==> src/rtl/bank_timing_consts.vh <==
// register offsets, field positions and reset values for the bank wait-state timing block
`ifndef BANK_TIMING_CONSTS_VH
`define BANK_TIMING_CONSTS_VH
`define BANK0_READ_TIMING_OFS  16'h1508
`define BANK0_WRITE_TIMING_OFS 16'h150C
`define BANK1_READ_TIMING_OFS  16'h1514
`define BANK1_WRITE_TIMING_OFS 16'h1518
`define ADDR_WAITS_HI          18
`define ADDR_WAITS_LO          16
`define BEAT_WAITS_HI          10
`define BEAT_WAITS_LO          8
`define EXTRA_REC_HI           2
`define EXTRA_REC_LO           0
`define WAITS_RESET            3'h7
`define TIMING_RESET           32'h0007_0707
`define TIMING_WMASK           32'h0007_0707
`define BASE_RECOVERY          4'h1
`endif

==> src/rtl/wait_counter.v <==
// loadable down counter that times one wait or recovery phase
module wait_counter (
  input  wire       mclk_i,
  input  wire       reset_i,
  input  wire       load_i,
  input  wire [3:0] count_i,
  output wire       done_o
);
  reg [3:0] cnt_r;
  reg [3:0] cnt_nxt;

  always @* begin
    cnt_nxt = cnt_r;
    if (load_i) begin
      cnt_nxt = count_i;
    end else if (cnt_r != 4'h0) begin
      cnt_nxt = cnt_r - 4'h1;
    end
  end

  always @(posedge mclk_i) begin
    if (reset_i) begin
      cnt_r <= 4'h0;
    end else begin
      cnt_r <= cnt_nxt;
    end
  end

  assign done_o = (cnt_r == 4'h0) & ~load_i;
endmodule // wait_counter

==> src/rtl/bank_wait_state_timing.v <==
// per-bank read/write wait-state timing registers and bus cycle sequencer
// What this block does
// - each bank has its own write timing register, independent of its read timing register.
// - one base recovery cycle always follows the last data beat before the next address phase.
// - read timing bits 2:0, reset 111, add that many extra idle cycles after the last read data.
// - recovery fields are binary, so value n adds exactly n extra recovery cycles.
// - write timing bits 18:16, reset 111, give n wait states from address to first write data.
// - write timing bits 10:8, reset 111, give n wait states between burst write beats.
// - write timing bits 2:0, reset 111, give n extra recovery cycles after the last write data.
// - all wait and recovery counts are whole cycles of the processor clock.
// - read timing bits 18:16, reset 111, give n wait states from address to first read data.
// - read timing bits 10:8, reset 111, give n wait states between burst read beats.
`include "bank_timing_consts.vh"
module bank_wait_state_timing #(
  parameter BEAT_CNT_W = 4
) (
  input  wire                  mclk_i,
  input  wire                  reset_i,
  // register port on the local bus
  input  wire                  reg_wr_i,
  input  wire                  reg_rd_i,
  input  wire [15:0]           reg_addr_i,
  input  wire [31:0]           reg_wdata_i,
  output reg  [31:0]           reg_rdata_o,
  output reg                   reg_ack_o,
  // access requests from the core
  input  wire                  acc_start_i,
  input  wire                  acc_bank_i,
  input  wire                  acc_write_i,
  input  wire [BEAT_CNT_W-1:0] acc_beats_i,
  // cycle status toward memory
  output reg                   mem_addr_phase_o,
  output reg                   mem_data_ready_o,
  output reg                   mem_last_o,
  output reg                   mem_recovery_o,
  output reg                   busy_o
);
  localparam ST_IDLE = 3'd0;
  localparam ST_ADDR = 3'd1;
  localparam ST_WAIT = 3'd2;
  localparam ST_DATA = 3'd3;
  localparam ST_REC  = 3'd4;
  localparam [BEAT_CNT_W-1:0] BEAT_ONE = {{(BEAT_CNT_W-1){1'b0}}, 1'b1};

  wire [31:0]          rd_timing [0:1];
  wire [31:0]          wr_timing [0:1];
  reg [2:0]            state_r;
  reg [2:0]            state_nxt;
  reg [BEAT_CNT_W-1:0] beats_r;
  reg [BEAT_CNT_W-1:0] beats_nxt;
  reg [31:0]           sel_timing_r;
  reg [31:0]           sel_timing_nxt;
  reg                  cnt_load;
  reg [3:0]            cnt_value;
  wire                 cnt_done;
  reg [31:0]           rdata_nxt;
  wire [2:0]           addr_waits;
  wire [2:0]           beat_waits;
  wire [2:0]           extra_rec;

  // reads back the register at an offset; unmapped offsets read zero
  function [31:0] reg_read;
    input [15:0] ofs;
    begin
      if (ofs == `BANK0_READ_TIMING_OFS) begin
        reg_read = rd_timing[0];
      end else if (ofs == `BANK0_WRITE_TIMING_OFS) begin
        reg_read = wr_timing[0];
      end else if (ofs == `BANK1_READ_TIMING_OFS) begin
        reg_read = rd_timing[1];
      end else if (ofs == `BANK1_WRITE_TIMING_OFS) begin
        reg_read = wr_timing[1];
      end else begin
        reg_read = 32'h0000_0000;
      end
    end
  endfunction

  // a load is followed by one counted cycle, so a phase of n cycles loads n-1;
  // a zero field wraps here, which the recovery sum relies on
  function [3:0] wait_load;
    input [2:0] field;
    begin
      wait_load = {1'b0, field} - 4'h1;
    end
  endfunction

  // reserved bits are masked so they always read as zero
  genvar b;
  generate
    for (b = 0; b < 2; b = b + 1) begin : g_bank
      reg [31:0] rd_r;
      reg [31:0] wr_r;
      always @(posedge mclk_i) begin
        if (reset_i) begin
          rd_r <= `TIMING_RESET;
          wr_r <= `TIMING_RESET;
        end else if (reg_wr_i) begin
          if (reg_addr_i == (b ? `BANK1_READ_TIMING_OFS : `BANK0_READ_TIMING_OFS)) begin
            rd_r <= reg_wdata_i & `TIMING_WMASK;
          end
          if (reg_addr_i == (b ? `BANK1_WRITE_TIMING_OFS : `BANK0_WRITE_TIMING_OFS)) begin
            wr_r <= reg_wdata_i & `TIMING_WMASK;
          end
        end
      end
      // each bank keeps its own pair of words, so no word has a second driver
      assign rd_timing[b] = rd_r;
      assign wr_timing[b] = wr_r;
    end
  endgenerate

  assign addr_waits = sel_timing_r[`ADDR_WAITS_HI:`ADDR_WAITS_LO];
  assign beat_waits = sel_timing_r[`BEAT_WAITS_HI:`BEAT_WAITS_LO];
  assign extra_rec  = sel_timing_r[`EXTRA_REC_HI:`EXTRA_REC_LO];

  // without a read strobe the last read word stands
  always @* begin
    rdata_nxt = reg_rd_i ? reg_read(reg_addr_i) : reg_rdata_o;
  end

  always @(posedge mclk_i) begin
    if (reset_i) begin
      reg_rdata_o <= 32'h0000_0000;
      reg_ack_o   <= 1'b0;
    end else begin
      reg_rdata_o <= rdata_nxt;
      reg_ack_o   <= reg_rd_i | reg_wr_i;
    end
  end

  wait_counter u_wait (
    .mclk_i  (mclk_i),
    .reset_i (reset_i),
    .load_i  (cnt_load),
    .count_i (cnt_value),
    .done_o  (cnt_done)
  );

  // every phase is a whole number of clock cycles; a field of n gives exactly n
  // wait or extra recovery cycles, with no hidden pipeline cycle
  always @* begin
    state_nxt      = state_r;
    beats_nxt      = beats_r;
    sel_timing_nxt = sel_timing_r;
    cnt_load       = 1'b0;
    cnt_value      = 4'h0;
    case (state_r)
      ST_IDLE: begin
        if (acc_start_i) begin
          // latch the timing word now so mid-access register writes cannot disturb it
          sel_timing_nxt = acc_write_i ? wr_timing[acc_bank_i] : rd_timing[acc_bank_i];
          beats_nxt      = acc_beats_i;
          state_nxt      = ST_ADDR;
        end
      end
      ST_ADDR: begin
        if (addr_waits == 3'h0) begin
          // zero waits: first data follows the address phase directly
          state_nxt = ST_DATA;
        end else begin
          cnt_load  = 1'b1;
          cnt_value = wait_load(addr_waits);
          state_nxt = ST_WAIT;
        end
      end
      ST_WAIT: begin
        if (cnt_done) begin
          state_nxt = ST_DATA;
        end
      end
      ST_DATA: begin
        if (beats_r <= BEAT_ONE) begin
          // recovery lasts the base cycle plus the binary-coded extra cycles
          cnt_load  = 1'b1;
          cnt_value = wait_load(extra_rec) + `BASE_RECOVERY;
          state_nxt = ST_REC;
        end else if (beat_waits == 3'h0) begin
          // zero waits: the next beat follows at once
          beats_nxt = beats_r - BEAT_ONE;
          state_nxt = ST_DATA;
        end else begin
          cnt_load  = 1'b1;
          cnt_value = wait_load(beat_waits);
          beats_nxt = beats_r - BEAT_ONE;
          state_nxt = ST_WAIT;
        end
      end
      ST_REC: begin
        if (cnt_done) begin
          state_nxt = ST_IDLE;
        end
      end
      default: begin
        state_nxt = ST_IDLE;
      end
    endcase
  end

  always @(posedge mclk_i) begin
    if (reset_i) begin
      state_r          <= ST_IDLE;
      beats_r          <= {BEAT_CNT_W{1'b0}};
      sel_timing_r     <= 32'h0000_0000;
      mem_addr_phase_o <= 1'b0;
      mem_data_ready_o <= 1'b0;
      mem_last_o       <= 1'b0;
      mem_recovery_o   <= 1'b0;
      busy_o           <= 1'b0;
    end else begin
      state_r          <= state_nxt;
      beats_r          <= beats_nxt;
      sel_timing_r     <= sel_timing_nxt;
      mem_addr_phase_o <= (state_nxt == ST_ADDR);
      mem_data_ready_o <= (state_nxt == ST_DATA);
      // strobes follow the next state, so each stands exactly while state_r shows it
      mem_last_o       <= (state_nxt == ST_DATA) && (beats_nxt <= BEAT_ONE);
      mem_recovery_o   <= (state_nxt == ST_REC);
      busy_o           <= (state_nxt != ST_IDLE);
    end
  end
endmodule // bank_wait_state_timing

==> config.mk <==
export PLATFORM = sky130hd
export DESIGN_NAME = bank_wait_state_timing
export DESIGN_NICKNAME = d
export VERILOG_FILES = /design/src/rtl/wait_counter.v /design/src/rtl/bank_wait_state_timing.v
export VERILOG_INCLUDE_DIRS = /design/src /design/src/rtl
export SDC_FILE = /design/constraint.sdc
export NUM_CORES = 1
export LEC_CHECK = 0
export BUFFER_PORTS_ARGS = -buffer_cell sky130_fd_sc_hd__buf_2
export CAP_MARGIN = 20
export CORE_ASPECT_RATIO = 1.75
export CORE_MARGIN = 8
export CORE_UTILIZATION = 25
export DETAILED_ROUTE_END_ITERATION = 8
export GPL_ROUTABILITY_DRIVEN = 1
export PLACE_DENSITY = 0.54
export SYNTH_ARGS = -nofsm -noshare
export SYNTH_HDL_FRONTEND = slang
export SYNTH_HIERARCHICAL = 1
export SYNTH_SLANG_ARGS = --single-unit
==> constraint.sdc <==
create_clock -name mclk_i -period 3.6 [get_ports mclk_i]
set_input_delay 1.08 -clock mclk_i [delete_from_list [all_inputs] [get_ports mclk_i]]
set_output_delay 1.08 -clock mclk_i [all_outputs]
set_load 0.01 [all_outputs]
After elaboration in Yosys (flattened, before gate mapping)
Index checks and enable logic that the tools add are counted.
{"block": "classes", "add_sub_neg": 6, "order_cmp": 3, "n_eq_ne": 11, "mux": 31, "bitwise": 4, "reduce_logical": 13}
{"cell": "$mux W19", "count": 11}
{"cell": "$eq A16 B13 Y1 const B", "count": 4}
{"cell": "$mux W4", "count": 7}
{"cell": "$pmux W4 S2", "count": 2}
{"cell": "$pmux W3 S5", "count": 1}
{"cell": "$mux W3", "count": 4}
{"cell": "$sub A3 B1 Y4 const B", "count": 3}
{"cell": "$reduce_and A2 Y1", "count": 5}
{"cell": "$eq A3 B2 Y1 const B", "count": 3}
{"cell": "$logic_not A3 Y1", "count": 3}
{"cell": "$le A4 B1 Y1 const B", "count": 2}
{"cell": "$sub A4 B1 Y4 const B", "count": 2}
{"cell": "$eq A3 B1 Y1 const B", "count": 2}
{"cell": "$eq A3 B3 Y1 const B", "count": 2}
{"cell": "$mux W1", "count": 5}
{"cell": "$add A4 B1 Y4 const B", "count": 1}
{"cell": "$logic_not A4 Y1", "count": 1}
{"cell": "$reduce_bool A4 Y1", "count": 1}
{"cell": "$reduce_bool A3 Y1", "count": 1}
{"cell": "$ge A2 B2 Y1 const B", "count": 1}
{"cell": "$not A1 Y2", "count": 1}
{"cell": "$pmux W1 S2", "count": 1}
{"cell": "$reduce_bool A2 Y1", "count": 1}
{"cell": "$and A1 B1 Y1", "count": 1}
{"cell": "other kinds (3)", "count": 3}
{"block": "totals", "register_bits": 104, "inputBits": 59, "wordCells": 83}

Longest topological paths before layout
Gate-level depths: netlist of the first run.
{"block": "logic_depth", "depth_word": 10, "ltp_mapped": 12, "ltp_nobuf": 12}

Modules after synthesis
Netlist of the first run, hierarchy kept.
{"module": "bank_wait_state_timing", "instances": 1, "cells_per_inst": 401, "area_each_um2": 3504.6, "seq_area_each_um2": 1341.3}
{"module": "wait_counter", "instances": 1, "cells_per_inst": 26, "area_each_um2": 232.7, "seq_area_each_um2": 80.1}

Worst setup path after synthesis of the first run
Ideal clock, no wire load.
{"block": "synth_timing", "kind": "reg2reg", "from": "reg beats_r[0]", "to": "reg busy_o", "setup_time_ns": 0.127, "arrival_ns": 2.631, "required_ns": 3.473, "slack_ns": 0.842, "path_stages_with_launch": 13, "n_path_buf": 0, "synth_period_minus_slack_ns": 2.758, "path_cell_list": "dfxtp_1 > inv_1 > ha_1 > nor2_1 > nor3_1 > nor2b_1 > o21ai_0 > nor2b_1 > nand2_1 > a21boi_0 > a221oi_1 > nor2_1 > or3_1"}
{"block": "synth_via", "elab_chain_len": 8, "word_cells_on_any_way": 10}
{"element": "from (decl)", "line": "bank_wait_state_timing.v:49", "rtl": "reg [BEAT_CNT_W-1:0] beats_r;"}
{"element": "from (signal assigned)", "line": "bank_wait_state_timing.v:203", "rtl": "beats_r <= {BEAT_CNT_W{1'b0}};"}
{"element": "from (signal assigned)", "line": "bank_wait_state_timing.v:212", "rtl": "beats_r <= beats_nxt;"}
{"element": "$le A4 B1 Y1 *", "line": "bank_wait_state_timing.v:173", "rtl": "if (beats_r <= BEAT_ONE) begin"}
{"element": "$mux W1 *", "line": "bank_wait_state_timing.v:173"}
{"element": "$pmux W1 S2 *", "line": "bank_wait_state_timing.v:148", "rtl": "case (state_r)"}
{"element": "net cnt_load", "line": "bank_wait_state_timing.v:53", "rtl": "reg cnt_load;"}
{"element": "$not A1 Y1 *", "line": "wait_counter.v:29", "rtl": "assign done_o = (cnt_r == 4'h0) & ~load_i;"}
{"element": "$and A1 B1 Y1 *", "line": "wait_counter.v:29"}
{"element": "net cnt_done", "line": "bank_wait_state_timing.v:55", "rtl": "wire cnt_done;"}
{"element": "$mux W3 (on tied branches)", "line": "bank_wait_state_timing.v:190, bank_wait_state_timing.v:168"}
{"element": "$pmux W3 S5 *", "line": "bank_wait_state_timing.v:148"}
{"element": "$reduce_bool A3 Y1 *", "line": "bank_wait_state_timing.v:219", "rtl": "busy_o <= (state_nxt != ST_IDLE);"}
{"element": "to (signal assigned)", "line": "bank_wait_state_timing.v:219"}
{"element": "to (decl)", "line": "bank_wait_state_timing.v:36", "rtl": "output reg busy_o"}
Mark *: on every way through the listed nets, which the timed path passes. The rest lies on a longest branch.
A chain may end at the register's enable or synchronous reset.

Final worst setup path of the first run
Ends and elaborated chain as after synthesis.

==> results.json, run 1 <==
{
  "status": "finished, final reports clean",
  "synthTopCellsByCount": "71 x dfxtp_1, 44 x nor2_1, 36 x nand2_1",
  "grt_util_met1_pct": 11.0,
  "drc": 0,
  "report.power.total_mw": 2.31,
  "critPathKind": "reg2reg",
  "crit_required_ns": 3.81,
  "grt_max_degree": 38,
  "syn_area_mm2": 0.00374,
  "ys_seq_area_share_pct": 38.0,
  "endpoint_kind": "register",
  "diodes": 0,
  "worstMarginPinSlew_ns": 0.601,
  "portBuffers": 50,
  "finalMaxSlewViolations": 0,
  "clk_pin_slew_ns": 0.06,
  "start_kind": "register",
  "drt-total-wl_um": 10700,
  "layout.nets": 539,
  "die_height_um": 178,
  "fin_cells": 664,
  "period_share_pct": 73.4,
  "ir_worst_vdd_mv": 0.241,
  "dp.cells": 648,
  "r2r_slack_ns": 0.96,
  "seqCellArea_mm2": 0.00142,
  "power.density_mw_per_mm2": 523,
  "fin_util_pct": 30.0,
  "max-slew-margin-rel_pct": 59.9,
  "fin_skew_ns": 0.00758,
  "ys_seq_elements": 71,
  "grtUsageMet2_pct": 21.6,
  "synth_area_leaders": "dfxtp_1 38%, a211o_1 6.6%, nor2b_1 5.7%, mux4_2 5.4%, buf_4 5.0%",
  "drt-vias-per-instance": 4.96,
  "holdCritPathClass": "reg2reg",
  "synth_top_cell_by_area": "dfxtp_1",
  "syn_inst": 427,
  "yosys_warnings": 6,
  "clkSinkCount": 71,
  "drtPass1Iterations": 4,
  "postCtsSetupBuffers": 0,
  "reg2reg_to": "busy_o$_SDFF_PP0_",
  "hold_ws_ns": 0.465,
  "critical_path_arrival_ns": 2.85,
  "ctsResizeCount": 0,
  "synth_edf_count": 0,
  "cts_inserted_buffers": 9,
  "drt-initial-drc-count": 248,
  "rsz0062_at_grt": "false",
  "grt_pass1_vias": 3380,
  "tritoncts": "built",
  "gp_congestion": 0.815,
  "core_mm2": 0.0148,
  "multi_input_area_mm2": 0.00208,
  "die-area_mm2": 0.0193,
  "hold_depth": 2,
  "cts-root-buf": "clkbuf_16",
  "area_growth_pct": 18.4,
  "cts_hold_buf": 0,
  "rows": 59,
  "fill_cells": 1563,
  "globalRouteOverflowTotal": 0,
  "antenna_found_initial": 1,
  "min-delay-start": "reg_rdata_o[18]$_SDFFE_PP0P_",
  "reg2regPathDepth": 14,
  "boundaryPins": 97,
  "fin_setup_tns_ns": 0,
  "cts_max_level": 3,
  "grt.busiest_layer": "met2",
  "clk_latency_ns": 0.33,
  "max_cap_viol_count": 0,
  "vias": 3295,
  "synth_top_cell_area_share_pct": 38.0,
  "wl_per_cell_um": 16.1,
  "synth.avg_cell_area_um2": 8.75,
  "cts_buffer_depth": 2,
  "start_util_pct": 25.3,
  "synth_cell_type_count": 53,
  "synth.most_common_cell": "dfxtp_1",
  "ant_nets": 0,
  "crit_path_max_fanout": 9,
  "r2r-start": "beats_r[0]$_SDFF_PP0_",
  "synth_ff_type": "dfxtp_1",
  "fmax_mhz": 378,
  "grt_pass1_wl_um": 17000,
  "grt.met3_usage_pct": 2.07,
  "grt_usage_pct": 11.3,
  "period_needed_ns": 2.64,
  "ys_async_sr_fraction_pct": 0,
  "die_w_um": 108,
  "dp.final_hpwl_um": 8110,
  "drive_gt1_share_pct": 21.0,
  "setup_viol": 0,
  "hold_viol_final": 0,
  "leakage_nw": 1.66,
  "worstHoldEndpoint": "reg_rdata_o[18]$_SDFFE_PP0P_"
}
## worst max path at each step
stage | start | endpoint | slack, ns
floorplan | beats_r[0]$_SDFF_PP0_ | busy_o$_SDFF_PP0_ | 0.84
global placement | reg_addr_i[0] | reg_rdata_o[2]$_SDFFE_PP0P_ | 0.69
finish | beats_r[0]$_SDFF_PP0_ | busy_o$_SDFF_PP0_ | 0.96
global route | beats_r[0]$_SDFF_PP0_ | busy_o$_SDFF_PP0_ | 0.62
CTS | beats_r[0]$_SDFF_PP0_ | busy_o$_SDFF_PP0_ | 0.93
detailed placement | reg_addr_i[0] | g_bank[0].wr_r[0]$_SDFFE_PP1P_ | 0.65
## cell usage in the layout (no fill, tap or decap), types with 10 or more instances in the layout
master | netlist | layout
dfxtp_1 | 71 | 71
buf_2 | 3 | 50
nor2_1 | 44 | 44
nand2_1 | 36 | 36
nor2b_1 | 34 | 34
a21oi_1 | 33 | 33
a211o_1 | 28 | 28
conb_1 | 1 | 24
nor3_1 | 20 | 20
buf_4 | 25 | 12
inv_1 | 10 | 10
nand3_1 | 10 | 10
## layer usage
metal,wire length (um),up-vias
met5,13,-
met4,308,2
met3,604,21
met2,5870,114
met1,3900,1569
li1,-,1589
## power breakdown
part,internal [mW],switching (mW),total (mW)
Combinational,0.197,0.255,0.452
Clock,0.612,0.347,0.959
Sequential,0.848,0.0555,0.904
Total,1.66,0.657,2.31
## cell families after synthesis
logic type      after synthesis  share of synthesized area [%]
xor+xnor                      3                          0.703
mux                          10                           5.72
simple gates                182                           27.1
compound gates               99                           18.2
buf+inv                      57                           8.74
fa+ha+maj                     4                           1.34
flops                        71                           38.0
other cells                   1                          0.100
## registers in the layout, indices dropped and copies added, names as in the netlist
name / count
mem_recovery_o: 1
sel_timing_r: 9
u_wait/cnt_r: 4
busy_o: 1
mem_last_o: 1
reg_ack_o: 1
mem_data_ready_o: 1
state_r: 3
mem_addr_phase_o: 1
reg_rdata_o: 9
g_bank.rd_r: 18
beats_r: 4
g_bank.wr_r: 18
## area by class of cell
cell class,count,share of cell area (%)
Sequential cell,71,32.1
Clock buffer,10,5.17
Clock inverter,6,2.12
Timing Repair Buffer,62,7.69
Multi-Input combinational cell,322,46.9
Inverter,10,0.848
Tap cell,183,5.17
## critical path, stage by stage (launching register included)
cell and delay, ns:
dfxtp_1 0.34, inv_1 0.09, ha_1 0.21, nor2_1 0.07, nor3_1 0.16, buf_4 0.19, nor2b_1 0.05, o21ai_0 0.15
buf_4 0.18, nor2b_1 0.07, nand2_1 0.06, a21boi_0 0.09, a221oi_1 0.42, nor2_1 0.11, or3_1 0.35
## metrics by stage
stage,instance area [um^2],setup WS [ns]
after global routing,4430,0.625
final,4430,0.957
after CTS,4430,0.932
after floorplan,3820,0.842
after global placement,4100,0.694
after detailed placement,4100,0.647
Note: power is estimated with default switching activity, not from simulation.
==> inputs of run 2 (changes only) <==
--- a/config.mk
+++ b/config.mk
@@ -13,7 +13,7 @@
 export CORE_UTILIZATION = 25
 export DETAILED_ROUTE_END_ITERATION = 8
 export GPL_ROUTABILITY_DRIVEN = 1
-export PLACE_DENSITY = 0.54
+export PLACE_DENSITY = 0.55
 export SYNTH_ARGS = -nofsm -noshare
 export SYNTH_HDL_FRONTEND = slang
 export SYNTH_HIERARCHICAL = 1
==> constraint.sdc (replaced) <==
create_clock -name mclk_i -period 2.2 [get_ports mclk_i]
set_input_delay 0.66 -clock mclk_i [delete_from_list [all_inputs] [get_ports mclk_i]]
set_output_delay 0.66 -clock mclk_i [all_outputs]
set_load 0.01 [all_outputs]
==> results.json, run 2 (synthesis gave the netlist of run 1 again) <==
{
  "core_mm2": 0.0148,
  "period_share_pct": 93.5,
  "largestRegisters": "g_bank.rd_r (18), g_bank.wr_r (18)",
  "fin_util_pct": 32.1,
  "r2r_slack_ns": 0.14,
  "globalRouteOverflowTotal": 0,
  "power.density_mw_per_mm2": 863,
  "drtPass1Iterations": 6,
  "max_cap_viol_count": 0,
  "rows": 59,
  "clkSinkCount": 71,
  "postCtsSetupBuffers": 0,
  "fmax_mhz": 486,
  "cts_max_level": 3,
  "layout.nets": 565,
  "crit_path_max_fanout": 3,
  "grt_max_degree": 76,
  "cts-root-buf": "clkbuf_16",
  "drt-initial-drc-count": 209,
  "gp_congestion": 0.863,
  "dp.final_hpwl_um": 8170,
  "drt-vias-per-instance": 4.86,
  "place_ws_ns": -0.179,
  "antenna_found_initial": 1,
  "clk_pin_slew_ns": 0.06,
  "fin_skew_ns": 0.00577,
  "wl_met3_um": 533,
  "met2WireLength_um": 5690,
  "slowest_delay_ns": 0.34,
  "wl_per_cell_um": 15.1,
  "die_w_um": 108,
  "cp_slowest_cell": "or3_1",
  "die-area_mm2": 0.0193,
  "ir_worst_vdd_mv": 0.325,
  "setup_viol": 0,
  "final_cell_area_mm2": 0.00473,
  "start_util_pct": 25.3,
  "cts_buffer_depth": 2,
  "die_height_um": 178,
  "drive_gt1_share_pct": 27.1,
  "drt-total-wl_um": 10400,
  "start_kind": "register",
  "grt_pass1_vias": 3391,
  "tritoncts": "built",
  "min-delay-start": "sel_timing_r[1]$_SDFFE_PP0P_",
  "path_cells": "inv_2 > ha_2 > nor2_2 > nor3_4 > nor2b_1 > o21ai_2 > nor2b_1 > nand2_1 > a21boi_0 > a221oi_2 > nor2_1 > or3_1",
  "startpoint": "beats_r[1]$_SDFF_PP0_",
  "report.power.total_mw": 4.08,
  "placed_area_mm2": 0.00435,
  "holdCritPathClass": "reg2reg",
  "finalMaxSlewViolations": 0,
  "vias": 3352,
  "wl_met1_um": 3830,
  "endpoint_kind": "register",
  "final_common_cell": "dfxtp_1",
  "final_cell_mix": "70 x dfxtp_1, 50 x buf_2, 43 x nor2_1",
  "crit_required_ns": 2.40,
  "boundaryPins": 97,
  "cts_inserted_buffers": 9,
  "hold_viol_final": 0,
  "max-slew-margin-rel_pct": 66.1,
  "drc": 0,
  "leakage_nw": 1.83,
  "area_growth_pct": 26.6,
  "r2r-start": "beats_r[1]$_SDFF_PP0_",
  "worstMarginPinSlew_ns": 0.504,
  "grt_pass1_wl_um": 16700,
  "crit_path_frequent_cell": "nor2b_1",
  "portBuffers": 50,
  "grt_usage_pct": 11.0,
  "clk_latency_ns": 0.33,
  "critPathKind": "reg2reg",
  "period_needed_ns": 2.06,
  "ant_nets": 0,
  "fin_ws_ns": 0.144,
  "status": "finished, final reports clean",
  "top_layer": "met4",
  "cts_hold_buf": 0,
  "critical_path_arrival_ns": 2.26,
  "fill_cells": 1565
}
[run 2: cell count changes in the layout (fill, tap and decap cells not counted), moves of 2 or more]
cell,delta
bufinv_16,+2
buf_4,+23
inv_2,+2
ha_1,-2
ha_2,+2
inv_1,-2
nor3_1,-2
buf_12,+3
[run 2: final cells by class]
class                      count  area, um^2  area share [%]
multi-input combinational    322        2110            44.6
sequential                    71        1420            30.1
timing repair buffer          88         573            12.1
tap                          183         229            4.84
clock buffer                   9         225            4.76
clock inverter                 6         134            2.83
inverter                      10        37.5           0.793
antenna                        1        2.50          0.0529
[run 2: stage by stage]
stage	std cells	setup TNS [ns]	hold WS [ns]
floorplan	450	-0.181	0.437
global placement	674	-2.48	0.464
detailed placement	674	-4.08	0.466
CTS	689	0	0.475
global route	690	-0.00370	0.503
finish	690	0	0.476
[run 2: worst paths after layout]
kind	endpoint	cells past startpoint
hold / removal	sel_timing_r[1]$_SDFFE_PP0P_	2
setup / recovery	busy_o$_SDFF_PP0_	12
setup reg to reg	busy_o$_SDFF_PP0_	12
hold reg to reg	sel_timing_r[1]$_SDFFE_PP0P_	2
[run 2: timing repair]
| item | 4_1_cts | 5_1_grt |
|---|---|---|
| gates resized for setup | 1 | 7 |
| setup endpoints to repair | 1 | 3 |
| pin swaps | 0 | 0 |
[run 2: worst max-delay path: cells and delay by family, from the launching register on]
family | cells | cell delay, ns
AOI/OAI and AO/OA | 3 | 0.52
adders and majority gates | 1 | 0.19
buffers and inverters | 1 | 0.07
DFF | 1 | 0.33
and+or+nand+nor | 7 | 0.83
[run 2: report_power, final]
group / switching [mW] / internal, mW / leakage (nW)
clock: 0.539 / 1.22 / 0.175
sequential: 0.0861 / 1.39 / 0.580
combinational: 0.460 / 0.395 / 1.07
total: 1.08 / 3.00 / 1.83
[run 2: metal layers]
metal / global-route usage, % / vias to the layer above
met4: 6.25 / 0
met1: 10.9 / 1587
li1: - / 1636
met5: 0 / -
met2: 20.5 / 107
met3: 2.00 / 22
==> inputs of run 3 (changes only) <==
--- a/config.mk
+++ b/config.mk
@@ -8,12 +8,12 @@
 export LEC_CHECK = 0
 export BUFFER_PORTS_ARGS = -buffer_cell sky130_fd_sc_hd__buf_2
 export CAP_MARGIN = 20
-export CORE_ASPECT_RATIO = 1.75
+export CORE_ASPECT_RATIO = 0.5
 export CORE_MARGIN = 8
 export CORE_UTILIZATION = 25
 export DETAILED_ROUTE_END_ITERATION = 8
 export GPL_ROUTABILITY_DRIVEN = 1
-export PLACE_DENSITY = 0.55
+export PLACE_DENSITY = 0.53
 export SYNTH_ARGS = -nofsm -noshare
 export SYNTH_HDL_FRONTEND = slang
 export SYNTH_HIERARCHICAL = 1
==> results.json, run 3 (synthesis gave the netlist of run 1 again) <==
{
  "status": "finished, final reports clean",
  "setup_viol": 0,
  "diodes": 0,
  "max_cap_viol_count": 0,
  "endpoint_kind": "register",
  "drt-vias-per-instance": 4.63,
  "drc": 0,
  "cts_buffer_depth": 2,
  "critPathKind": "in2reg",
  "drive_gt1_share_pct": 26.0,
  "fin_ws_ns": 0.166,
  "start_util_pct": 25.7,
  "core_mm2": 0.0145,
  "ctsResizeCount": 0,
  "min-delay-start": "reg_rdata_o[18]$_SDFFE_PP0P_",
  "fin_setup_tns_ns": 0,
  "grt.met3_usage_pct": 3.24,
  "final_common_cell": "dfxtp_1",
  "final_cell_mix": "71 x dfxtp_1, 50 x buf_2, 43 x nor2_1",
  "cts_hold_buf": 0,
  "clkSinkCount": 71,
  "holdCritPathClass": "reg2reg",
  "cts_max_level": 3,
  "die-area_mm2": 0.0194,
  "fin_skew_ns": 0.0105,
  "layout.nets": 565,
  "startpoint": "reg_addr_i[0]",
  "largestRegisters": "g_bank.rd_r (18), g_bank.wr_r (18)",
  "finalMaxSlewViolations": 0,
  "portBuffers": 50,
  "tritoncts": "built",
  "start_kind": "input port",
  "area_growth_pct": 26.4,
  "rows": 31,
  "ir_worst_vdd_mv": 0.362,
  "drt-initial-drc-count": 165,
  "fin_util_pct": 32.5,
  "report.power.total_mw": 3.94,
  "drtPass1Iterations": 5,
  "leakage_nw": 1.81,
  "grt_pass1_vias": 3202,
  "place_ws_ns": -0.185,
  "vias": 3261,
  "cts_inserted_buffers": 9,
  "grt_pass1_wl_um": 16400,
  "hold_viol_final": 0,
  "r2r-start": "beats_r[0]$_SDFF_PP0_",
  "period_needed_ns": 2.03,
  "cts-root-buf": "clkbuf_16",
  "fmax_mhz": 492,
  "grt_usage_pct": 10.6,
  "max-slew-margin-rel_pct": 63.6,
  "grt_max_degree": 54,
  "crit_required_ns": 2.44,
  "fill_cells": 1531,
  "antenna_found_initial": 1,
  "gp_congestion": 0.824,
  "grt_util_met1_pct": 13.1,
  "critical_path_arrival_ns": 2.28,
  "globalRouteOverflowTotal": 0,
  "power.density_mw_per_mm2": 833,
  "worstMarginPinSlew_ns": 0.547,
  "dp.final_hpwl_um": 7470,
  "grtUsageMet2_pct": 17.8,
  "wl_per_cell_um": 14.3,
  "ant_nets": 0,
  "crit_path_max_fanout": 7,
  "die_w_um": 189,
  "drt-total-wl_um": 10100,
  "postCtsSetupBuffers": 0,
  "rsz0062_at_grt": "false",
  "boundaryPins": 97,
  "period_share_pct": 92.5,
  "grt.busiest_layer": "met2",
  "die_height_um": 102,
  "clk_latency_ns": 0.34,
  "clk_pin_slew_ns": 0.06
}
-- run 3: changes by cell type in the layout (fill, tap and decap cells not counted), moves of 2 or more --
cell	delta
clkinvlp_4	+2
clkbuf_8	+2
bufinv_16	-2
inv_2	-2
ha_2	-2
inv_1	+2
ha_1	+2
-- run 3: metal layers --
metal | vias to the layer above | part of all wire [%]
li1 | 1648 | -
met1 | 1537 | 48
met2 | 63 | 46
met3 | 11 | 4.4
met4 | 2 | 1.3
met5 | - | 0.13
-- run 3: worst max-delay path, cell delays in order --
cell and delay [ns]:
buf_2 0.11, nor4_4 0.38, buf_4 0.18, nand4_2 0.18, buf_4 0.22, o21ai_0 0.19
a211oi_1 0.08, nor4_1 0.26
-- run 3: cell type report --
type | instances | area (um^2) | area share, %
clock inverter | 5 | 80.1 | 1.69
clock buffer | 11 | 253 | 5.35
tap | 198 | 248 | 5.24
sequential | 71 | 1420 | 30.1
inverter | 10 | 37.5 | 0.794
multi-input combinational | 322 | 2100 | 44.4
timing repair buffer | 88 | 586 | 12.4
-- run 3: per-stage QoR --
stage,hold slack (ns),cell area (um^2),std cells
finish,0.445,4720,705
global route,0.476,4720,705
CTS,0.448,4720,705
detailed placement,0.441,4380,689
global placement,0.432,4380,689
floorplan,0.437,3840,450
-- run 3: path summary, 6_finish.rpt --
path / endpoint / slack (ns) / cells past startpoint
max: reg_rdata_o[17]$_SDFFE_PP0P_ / 0.17 / 8
min: reg_rdata_o[18]$_SDFFE_PP0P_ / 0.44 / 2
max reg2reg: busy_o$_SDFF_PP0_ / 0.19 / 12
min reg2reg: reg_rdata_o[18]$_SDFFE_PP0P_ / 0.44 / 2
-- run 3: power by group --
group	leakage [nW]	switching [mW]	internal, mW
Clock	0.158	0.564	1.05
Sequential	0.579	0.0827	1.39
Combinational	1.07	0.452	0.396
Total	1.81	1.10	2.84
